--- config.mk ---
export PLATFORM = sky130hd
export DESIGN_NAME = ss2_regs
export DESIGN_NICKNAME = d
export VERILOG_FILES = /design/src/common/ss2_pkg.sv /design/src/ss2_atr_timer.sv /design/src/ss2_clkgen.sv /design/src/ss2_regs.sv
export SDC_FILE = /design/constraint.sdc
export NUM_CORES = 1
export LEC_CHECK = 0
export ABC_CLOCK_PERIOD_IN_PS = 3100
export BUFFER_PORTS_ARGS = -buffer_cell sky130_fd_sc_hd__buf_2
export CORE_ASPECT_RATIO = 1.75
export CORE_MARGIN = 3
export CORE_UTILIZATION = 30
export CTS_CLUSTER_SIZE = 14
export DETAILED_ROUTE_END_ITERATION = 10
export GPL_TIMING_DRIVEN = 0
export HOLD_SLACK_MARGIN = 0.03
export SYNTH_ARGS = -nofsm -noshare
export SYNTH_HDL_FRONTEND = slang
export SYNTH_HIERARCHICAL = 1
export SYNTH_SLANG_ARGS = --single-unit
--- constraint.sdc ---
create_clock -name clk -period 3.1 [get_ports clk]
set_input_delay 0.155 -clock clk [delete_from_list [all_inputs] [get_ports clk]]
set_output_delay 0.155 -clock clk [all_outputs]
set_load 0.02 [all_outputs]
--- src/common/ss2_pkg.sv ---
// Constants for the second card slot register bank.
`default_nettype none
package ss2_pkg;
  localparam logic [7:0] ADDR_STATUS   = 8'h20;
  localparam logic [7:0] ADDR_SETTINGS = 8'h21;
  localparam logic [7:0] ADDR_CLKSET   = 8'h22;
  localparam logic [7:0] ADDR_EARLY_HI = 8'h23;
  localparam logic [7:0] ADDR_EARLY_LO = 8'h24;
  localparam logic [7:0] ADDR_MUTE_HI  = 8'h25;
  localparam logic [7:0] ADDR_MUTE_LO  = 8'h26;

  localparam int ST_ACTIVE = 7;
  localparam int ST_EARLY  = 6;
  localparam int ST_MUTE   = 5;
  localparam int ST_OC     = 4;
  localparam int ST_INTCLK = 3;
  localparam int ST_RAMP   = 0;

  localparam int SET_VCC_HI = 7;
  localparam int SET_VCC_LO = 6;
  localparam int SET_IOEN   = 5;
  localparam int SET_WARM   = 3;
  localparam int SET_ACT    = 0;

  localparam int CK_INT    = 7;
  localparam int CK_LOW    = 6;
  localparam int CK_HIGH   = 5;
  localparam int CK_DIV_HI = 4;
  localparam int CK_DIV_LO = 2;

  localparam logic [7:0] SETTINGS_RST = 8'h40;
  localparam logic [7:0] SETTINGS_WM  = 8'hE9;
  localparam logic [7:0] CLKSET_RST   = 8'h0C;
  localparam logic [7:0] CLKSET_WM    = 8'hFC;
  localparam logic [7:0] EARLY_HI_RST = 8'hAA;
  localparam logic [7:0] EARLY_LO_RST = 8'h00;
  localparam logic [7:0] EARLY_LO_WM  = 8'hC0;
  localparam logic [7:0] MUTE_HI_RST  = 8'hA4;
  localparam logic [7:0] MUTE_LO_RST  = 8'h74;

  localparam int SYS_CLK_HZ   = 40_000_000;
  localparam int INT_CLK_HZ   = 1_200_000;
  localparam int INT_HALF_CYC = SYS_CLK_HZ / (2 * INT_CLK_HZ);
endpackage : ss2_pkg
`default_nettype wire

--- src/ss2_atr_timer.sv ---
// Answer-to-reset window timer counting card clock rising edges.
`default_nettype none
module ss2_atr_timer (
  input  wire logic        clk,
  input  wire logic        rst,
  input  wire logic        start,
  input  wire logic        abort,
  input  wire logic        card_rise,
  input  wire logic        answer_seen,
  input  wire logic [9:0]  early_limit,
  input  wire logic [15:0] mute_limit,
  output logic             early_evt,
  output logic             mute_evt
);
  typedef enum logic [1:0] {
    SS2_IDLE = 2'b00,
    SS2_WAIT = 2'b01,
    SS2_DONE = 2'b10
  } ss2_tm_e;

  typedef struct packed {
    ss2_tm_e     st;
    logic [15:0] cnt;
    logic        early;
    logic        mute;
  } ss2_tm_s;

  ss2_tm_s q, d;

  always_comb begin
    d = q;
    d.early = 1'b0;
    d.mute  = 1'b0;
    if (abort) begin
      d.st = SS2_IDLE;
    end else if (start) begin
      d.st  = SS2_WAIT; // RULE_20
      d.cnt = 16'h0000;
    end else begin
      unique case (q.st)
        SS2_IDLE: d.st = SS2_IDLE;
        SS2_WAIT: begin
          if (answer_seen) begin
            d.early = (q.cnt < {6'h00, early_limit}); // RULE_02
            d.st    = SS2_DONE;
          end else if (q.cnt >= mute_limit) begin
            d.mute = 1'b1; // RULE_03
            d.st   = SS2_DONE;
          end else if (card_rise) begin
            d.cnt = q.cnt + 16'h0001; // RULE_20
          end
        end
        SS2_DONE: d.st = SS2_DONE;
        default:  d.st = SS2_IDLE;
      endcase
    end
  end

  always_ff @(posedge clk) begin
    if (rst) begin
      q <= '{st: SS2_IDLE, default: '0};
    end else begin
      q <= d;
    end
  end

  assign early_evt = q.early;
  assign mute_evt  = q.mute;
endmodule : ss2_atr_timer
`default_nettype wire

--- src/ss2_clkgen.sv ---
// Card clock generator: divider, internal clock and static levels.
`default_nettype none
module ss2_clkgen #(
  parameter int HALF_CYC = ss2_pkg::INT_HALF_CYC
) (
  input  wire logic       clk,
  input  wire logic       rst,
  input  wire logic       in_clk,
  input  wire logic [2:0] div_sel,
  input  wire logic       int_sel,
  input  wire logic       hold_low,
  input  wire logic       hold_high,
  output logic            card_clk,
  output logic            card_rise
);
  typedef struct packed {
    logic       in_prev;
    logic [2:0] cnt;
    logic [7:0] int_cnt;
    logic       int_lvl;
    logic       out;
    logic       rise;
  } ss2_cg_s;

  ss2_cg_s q, d;
  logic [3:0] ratio;
  logic       div_lvl;

  always_comb begin
    d = q;
    d.in_prev = in_clk;
    unique case (div_sel)
      3'h0:    ratio = 4'h1;
      3'h1:    ratio = 4'h2;
      3'h2:    ratio = 4'h4;
      3'h3:    ratio = 4'h5;
      default: ratio = 4'h8;
    endcase
    if (in_clk && !q.in_prev) begin
      d.cnt = ({1'b0, q.cnt} >= ratio - 4'h1) ? 3'h0 : q.cnt + 3'h1; // RULE_16
    end
    div_lvl = (ratio == 4'h1) ? in_clk : ({1'b0, d.cnt} < (ratio >> 1)); // RULE_16
    if (q.int_cnt >= 8'(HALF_CYC - 1)) begin
      d.int_cnt = 8'h00;
      d.int_lvl = !q.int_lvl;
    end else begin
      d.int_cnt = q.int_cnt + 8'h01;
    end
    if (int_sel) begin
      d.out = q.int_lvl; // RULE_13
    end else if (hold_low) begin
      d.out = 1'b0; // RULE_14
    end else if (hold_high) begin
      d.out = 1'b1; // RULE_15
    end else begin
      d.out = div_lvl; // RULE_15
    end
    d.rise = d.out && !q.out;
  end

  always_ff @(posedge clk) begin
    if (rst) begin
      q <= '0;
    end else begin
      q <= d;
    end
  end

  assign card_clk  = q.out;
  assign card_rise = q.rise;
endmodule : ss2_clkgen
`default_nettype wire

--- src/ss2_regs.sv ---
// Register bank and slot control for the second secure access card slot.
// What this block does
// [RULE_01] Status bit 7 shows slot supply active.
// [RULE_02] Status bit 6 flags answer too early.
// [RULE_03] Status bit 5 flags answer missing.
// [RULE_04] Status bit 4 flags overcurrent.
// [RULE_05] Status bit 3 shows internal clock running.
// [RULE_06] Status bit 0 flags supply ramp fault.
// [RULE_07] Any fault flag sets interrupt summary.
// [RULE_08] Status read clears fault flags only.
// [RULE_09] Settings bits 7:6 select supply, reset 01.
// [RULE_10] Settings bit 5 connects data lines.
// [RULE_11] Settings bit 3 starts warm reset, self-clears.
// [RULE_12] Settings bit 0 activates; auto-deactivation clears.
// [RULE_13] Clock bit 7 selects internal clock.
// [RULE_14] Clock bit 6 holds card clock low.
// [RULE_15] Clock bit 5 holds high, else divider.
// [RULE_16] Divider field divides by 1,2,4,5,8.
// [RULE_17] Early limit high byte, reset AA.
// [RULE_18] Early limit low bits 7:6, reset 00.
// [RULE_19] Mute limit two bytes, reset A4/74.
// [RULE_20] Counters run from card reset release.
`default_nettype none
module ss2_regs (
  input  wire logic       clk,
  input  wire logic       rst,
  input  wire logic [7:0] reg_addr,
  input  wire logic       reg_wr,
  input  wire logic [7:0] reg_wdata,
  input  wire logic       reg_rd,
  output logic      [7:0] reg_rdata,
  input  wire logic       second_input_clock,
  input  wire logic       supply_stable,
  input  wire logic       overcurrent_detect,
  input  wire logic       ramp_fault_detect,
  input  wire logic       card_reset_release,
  input  wire logic       answer_start,
  input  wire logic       auto_deactivate,
  input  wire logic       warm_reset_begun,
  output logic            slot_interrupt_summary,
  output logic      [1:0] supply_select,
  output logic            activation_control,
  output logic            warm_reset_start,
  output logic            card_clock_out,
  input  wire logic       host_data_line_i,
  output logic            host_data_line_o,
  output logic            host_data_line_oe,
  input  wire logic       card_data_line_i,
  output logic            card_data_line_o,
  output logic            card_data_line_oe
);
  typedef struct packed {
    logic [7:0] settings;
    logic [7:0] clkset;
    logic [7:0] early_hi;
    logic [7:0] early_lo;
    logic [7:0] mute_hi;
    logic [7:0] mute_lo;
    logic       f_early;
    logic       f_mute;
    logic       f_oc;
    logic       f_ramp;
    logic       active;
    logic       intclk;
    logic [7:0] rdata;
    logic       card_drv;
    logic       host_drv;
  } ss2_rb_s;

  ss2_rb_s    q, d;
  logic       early_evt;
  logic       mute_evt;
  logic       card_rise;
  logic       rd_status;
  logic       wr_settings;
  logic [7:0] status;

  // The card clock generator runs on the system clock and samples the second input clock as a level.
  // Its output lags the settings by one edge, which the clock assertions below allow for.
  ss2_clkgen u_clkgen (
    .clk       (clk),
    .rst       (rst),
    .in_clk    (second_input_clock),
    .div_sel   (q.clkset[ss2_pkg::CK_DIV_HI:ss2_pkg::CK_DIV_LO]),
    .int_sel   (q.clkset[ss2_pkg::CK_INT]),
    .hold_low  (q.clkset[ss2_pkg::CK_LOW]),
    .hold_high (q.clkset[ss2_pkg::CK_HIGH]),
    .card_clk  (card_clock_out),
    .card_rise (card_rise)
  );

  // The answer window restarts on every card reset release while the activation bit is set and no automatic deactivation is present.
  // It is dropped as soon as the slot is deactivated, so a stale answer cannot raise a flag.
  ss2_atr_timer u_timer (
    .clk         (clk),
    .rst         (rst),
    .start       (card_reset_release),
    .abort       (auto_deactivate || !q.settings[ss2_pkg::SET_ACT]),
    .card_rise   (card_rise),
    .answer_seen (answer_start),
    .early_limit ({q.early_hi, q.early_lo[7:6]}), // RULE_17 RULE_18
    .mute_limit  ({q.mute_hi, q.mute_lo}), // RULE_19
    .early_evt   (early_evt),
    .mute_evt    (mute_evt)
  );

  assign rd_status   = reg_rd && (reg_addr == ss2_pkg::ADDR_STATUS);
  assign wr_settings = reg_wr && (reg_addr == ss2_pkg::ADDR_SETTINGS);

  always_comb begin
    status = 8'h00;
    status[ss2_pkg::ST_ACTIVE] = q.active;
    status[ss2_pkg::ST_EARLY]  = q.f_early;
    status[ss2_pkg::ST_MUTE]   = q.f_mute;
    status[ss2_pkg::ST_OC]     = q.f_oc;
    status[ss2_pkg::ST_INTCLK] = q.intclk;
    status[ss2_pkg::ST_RAMP]   = q.f_ramp;
  end

  always_comb begin
    d = q;
    d.active = supply_stable && q.settings[ss2_pkg::SET_ACT]; // RULE_01
    d.intclk = q.clkset[ss2_pkg::CK_INT]; // RULE_05
    // A read clears the fault flags, but an event in the same cycle wins.
    if (rd_status) begin
      d.f_early = 1'b0; // RULE_08
      d.f_mute  = 1'b0;
      d.f_oc    = 1'b0;
      d.f_ramp  = 1'b0;
    end
    if (early_evt) d.f_early = 1'b1; // RULE_02
    if (mute_evt) d.f_mute = 1'b1; // RULE_03
    if (overcurrent_detect) d.f_oc = 1'b1; // RULE_04
    if (ramp_fault_detect) d.f_ramp = 1'b1; // RULE_06
    if (warm_reset_begun) d.settings[ss2_pkg::SET_WARM] = 1'b0; // RULE_11
    if (reg_wr) begin
      unique case (reg_addr)
        ss2_pkg::ADDR_SETTINGS: d.settings = reg_wdata & ss2_pkg::SETTINGS_WM; // RULE_09 RULE_10 RULE_11 RULE_12
        ss2_pkg::ADDR_CLKSET:   d.clkset   = reg_wdata & ss2_pkg::CLKSET_WM;
        ss2_pkg::ADDR_EARLY_HI: d.early_hi = reg_wdata; // RULE_17
        ss2_pkg::ADDR_EARLY_LO: d.early_lo = reg_wdata & ss2_pkg::EARLY_LO_WM; // RULE_18
        ss2_pkg::ADDR_MUTE_HI:  d.mute_hi  = reg_wdata; // RULE_19
        ss2_pkg::ADDR_MUTE_LO:  d.mute_lo  = reg_wdata; // RULE_19
        default:                d.settings = d.settings;
      endcase
    end
    // Automatic deactivation overrides a simultaneous software write.
    if (auto_deactivate) d.settings[ss2_pkg::SET_ACT] = 1'b0; // RULE_12
    if (reg_rd) begin
      unique case (reg_addr)
        ss2_pkg::ADDR_STATUS:   d.rdata = status;
        ss2_pkg::ADDR_SETTINGS: d.rdata = q.settings;
        ss2_pkg::ADDR_CLKSET:   d.rdata = q.clkset;
        ss2_pkg::ADDR_EARLY_HI: d.rdata = q.early_hi;
        ss2_pkg::ADDR_EARLY_LO: d.rdata = q.early_lo;
        ss2_pkg::ADDR_MUTE_HI:  d.rdata = q.mute_hi;
        ss2_pkg::ADDR_MUTE_LO:  d.rdata = q.mute_lo;
        default:                d.rdata = 8'h00;
      endcase
    end
    // Open-drain bridge: the side that pulled low first owns the low level.
    if (!q.settings[ss2_pkg::SET_IOEN]) begin
      d.card_drv = 1'b0; // RULE_10
      d.host_drv = 1'b0;
    end else begin
      d.card_drv = !host_data_line_i && !q.host_drv; // RULE_10
      d.host_drv = !card_data_line_i && !q.card_drv;
    end
  end

  always_ff @(posedge clk) begin
    if (rst) begin
      q          <= '0;
      q.settings <= ss2_pkg::SETTINGS_RST;
      q.clkset   <= ss2_pkg::CLKSET_RST;
      q.early_hi <= ss2_pkg::EARLY_HI_RST;
      q.early_lo <= ss2_pkg::EARLY_LO_RST;
      q.mute_hi  <= ss2_pkg::MUTE_HI_RST;
      q.mute_lo  <= ss2_pkg::MUTE_LO_RST;
    end else begin
      q <= d;
    end
  end

  assign reg_rdata              = q.rdata;
  assign slot_interrupt_summary = q.f_early || q.f_mute || q.f_oc || q.f_ramp; // RULE_07
  assign supply_select          = q.settings[ss2_pkg::SET_VCC_HI:ss2_pkg::SET_VCC_LO]; // RULE_09
  assign activation_control     = q.settings[ss2_pkg::SET_ACT]; // RULE_12
  assign warm_reset_start       = q.settings[ss2_pkg::SET_WARM]; // RULE_11
  assign card_data_line_o       = 1'b0;
  assign card_data_line_oe      = q.card_drv;
  assign host_data_line_o       = 1'b0;
  assign host_data_line_oe      = q.host_drv;
endmodule : ss2_regs
`default_nettype wire
==> impl_results.md <==
* Run status: finished, final reports clean
* Area of the die at about 0.018 mm2
* Main flop type after synthesis: dfxtp_1
* Relative slew slack at 54.6%
* R2R depth at 13
* Simple-Gate Fraction of Synth Area at ~22%
* Hold crit path type: input port to flop
* Setup TNS at 0 ps
* Pwr Density at approximately 410 mW/mm2
* Cell Count, Final, Fillers Out at 814
* Cell variety after synth at 74
* Met2 Resource Use GR at 31.0%
* Clock Power Share at between 40% and 50%
* Max VDD drop at between 0.3 and 0.4 mV
* IO Count at 48
* Final Max Slew Viols at 0
* Switching share of power at approximately a quarter
* GPL Wtd Cong at approximately 0.91
* Largest net degree at the start of global routing at 18
* Vias in the first global route at around 4200
* Final HPWL DP at 11.4 mm
* ANT cells at 0
* Placed cell count at about 790
* Mapped Area at around 0.005 mm2
* First-pass GRT wire length at about 22 mm
* Synth warn at 6
* Detailed Route Iter0 Violations at 173
* Reg power frac at between 40% and 50%
* Min Tclk post-route at 2980 ps
* Clk buf depth at 2
* R2r setup slk at around 120 ps
* Post-synth EDFFs at 0
* Gate power share at 7.0%
* Nets at roughly 700
* Avg Cell Area, Syn at around 8.9 um2
* Ys async rst share at 0%
* Clk Latency, worst-skew pair at 340 ps
* Core area at 0.0160 mm2
* Compound-Gate Fraction of Synth Area at between 10% and 20%
* CP Launch Type: flop
* Tightest Pin Transition at between 600 and 700 ps
* End-of-flow core utilization at 36.2%
* Met3 usage at slightly below 2%
* WS Path Type: flop to flop
* DRC viols at 0
* CTS root buffer: clkbuf_16
* Initial antenna violation count at 0
* TritonCTS clock tree: built
* Net switching power at between 0.0006 and 0.0007 W
* Clock skew at between 6 and 7 ps
* Fill cells at between 1500 and 2000
* TritonCTS buffer count at 9
* Area Growth Syn to Fin at 17.5%
* Layer with the highest usage: met2
* Remaining Overflow, GRT at 0
* Die W at between 100 and 150 um
* CP max FO at 4
* Drt via density at 5.25
* Worst r2r dst: u_clkgen/card_rise
* Xor and xnor area share after synthesis at 0.891%
* Hold Crit Start: overcurrent_detect
* Core Rows at 61
* H-tree lvl count at 3
* Multi-input gate area at 0.00286 mm2
* Die Span Y at 175 um
* Routed vias at approximately 4300
* Register Area at ~0.0018 mm2
* Final wirelength at ~14 mm
* # clock sinks at 88
* Seq/Total Area, Yosys at a little over a third
* Hold Path Sink: q[13]
* Synthesized instance count at roughly 560
* Worst Hold Path Cells at 3
* #FFs+latches synth at 88
* Lkg Pwr at 2.48 nW
* Initial core utilization at between 30% and 40%
* Critical Path RT at about 3400 ps
* Largest family of logic cells by synthesized area: simple AND/OR/NAND/NOR gates
* Multiplexer share of the synthesized area at ~7.3%
* Max-Cap Viols at 0
* Pre-Repair DR Iteration Count at 4
* GRT Total Usage at between 15 and 20%
* Layout cells sized above 1 at between 10% and 20%
* Fmax at ~340 MHz
* Final Hold Viols at 0
* Final setup violation count at 0
* Mean routed wirelength per cell at between 15 and 20 um
* Min Hold Slack at roughly 32 ps
* Internal at between 0.0015 and 0.002 W
* M1 GR Usage at about 16%
* Critical Path End Type: flop
* Post-DRT Antenna Nets at 0
* Crit share post-route at 96.2%
* CTS clk-pin slew, worst paths at 70 ps
* Data arrival, critical path at approximately 3200 ps
* Adder-Cell Fraction of Synth Area at under 10%
* IO Port Bufs at between 40 and 50
* Crit Reg-Reg Startpoint: q[51]
==> cells in the final DEF, fill, tap and decap left out, drive strengths merged, types with 3 or more instances in the layout <==
cell / n
a211o: 3
a21boi: 3
a21o: 7
a21oi: 33
a22o: 5
a31oi: 8
a32o: 4
and2b: 3
and3: 3
buf: 68
clkbuf: 20
clkinv: 3
conb: 6
dfxtp: 88
dlygate4sd3: 3
ha: 36
inv: 41
mux2: 3
mux2i: 30
nand2: 32
nand2b: 12
nand3: 14
nand4: 12
nor2: 56
nor2b: 8
nor3: 26
nor3b: 4
nor4: 7
o2111ai: 3
o211ai: 5
o21a: 6
o21ai: 16
o22ai: 3
o31ai: 7
or2: 5
or4: 5
xnor2: 3
==> sequential cells by signal, summed over array words and instances, names as in the netlist, 2 cells and up <==
register and cells:
q 38, u_timer/q 18, u_clkgen/q 13, reg_rdata 8, supply_select 2
==> worst max path at each step <==
stage	start	end	slack, ps	cells after the start
after floorplan	q[51]	u_clkgen/card_rise	170	13
after global routing	q[51]	u_clkgen/card_rise	-40	13
after CTS	q[51]	u_clkgen/card_rise	10	13
final	q[51]	u_clkgen/card_rise	120	13
after global placement	q[51]	u_clkgen/card_rise	-270	13
after detailed placement	q[51]	u_clkgen/card_rise	-250	13
==> cell families (layout without fill, tap and decap cells) <==
logic type               Yosys count  after routing
AO/OA/AOI/OAI                    121            121
buffers and inverters             70            136
AND/OR/NAND/NOR                  199            199
adder cells (fa/ha/maj)           36             36
flip-flops                        88             88
multiplexers                      34             34
XOR/XNOR                           5              5
other                              2              6
==> cells in the mapped netlist (all sizes together), types with 4 or more instances <==
library cell / number / area (um2)
dfxtp: 88 / 1760
a21oi: 33 / 165
nor2b: 8 / 50.1
or2: 5 / 31.3
clkbuf: 11 / 41.3
mux2i: 30 / 300
nand2: 32 / 123
o31ai: 7 / 57.6
o21a: 6 / 45.0
buf: 21 / 161
o211ai: 5 / 42.5
a21o: 7 / 52.6
ha: 36 / 450
nor3: 26 / 130
nand4: 12 / 75.1
or4: 5 / 37.5
a32o: 4 / 40.0
nor2: 56 / 210
inv: 38 / 143
nor4: 7 / 104
nor3b: 4 / 30.0
nand2b: 12 / 82.6
nand3: 14 / 75.1
o21ai: 16 / 80.1
a22o: 5 / 43.8
a31oi: 8 / 50.1
==> final cells by class <==
class	count	share of cell area (%)
clock buffers	9	3.90
plain buffers	32	3.51
flip-flops and latches	88	30.6
repair buffers	50	4.76
inverters	38	2.47
well taps	189	4.09
clock inverters	7	1.15
multi-input cells	401	49.5
==> repair_timing <==
action	CTS	global route
hold buffers	3	0
resized for setup	7	7
pin swaps	7	5
hold endpoints to repair	3	0
buffers inserted	3	1
endpoints found under the setup margin	2	1
==> layer usage <==
layer / share of wire [%] / up-vias
li1: - / 2121
met1: 35 / 2019
met2: 57 / 96
met3: 2.7 / 34
met4: 4.5 / 0
met5: 0 / -
==> stage by stage <==
stage               instance area [um2]  worst slack [ps]  total power (W)
detailed placement                 5380              -250          0.00134
floorplan                          4930               175          0.00127
finish                             5780               119          0.00238
CTS                                5750              14.4          0.00240
global placement                   5380              -269          0.00134
global route                       5780             -38.5          0.00246
==> critical path: stages (launching register included) <==
cell	delay, ps
dfxtp_4	370
xnor2_2	150
nand2_1	100
ha_2	190
xor2_1	160
ha_1	330
nand2_2	70
o21ai_2	140
o21a_1	160
o22ai_2	90
ha_1	190
or4_4	410
a221o_1	310
o31ai_2	210
==> power by group through the flow <==
stage / Combinational [W] / Sequential [W] / Clock [W]
global placement: 0.000162 / 0.00118 / 0
detailed placement: 0.000162 / 0.00118 / 0
floorplan: 0.0000949 / 0.00118 / 0
CTS: 0.000166 / 0.00115 / 0.00108
global route: 0.000184 / 0.00115 / 0.00112
finish: 0.000167 / 0.00115 / 0.00106
(Power assumes the default switching activity.)
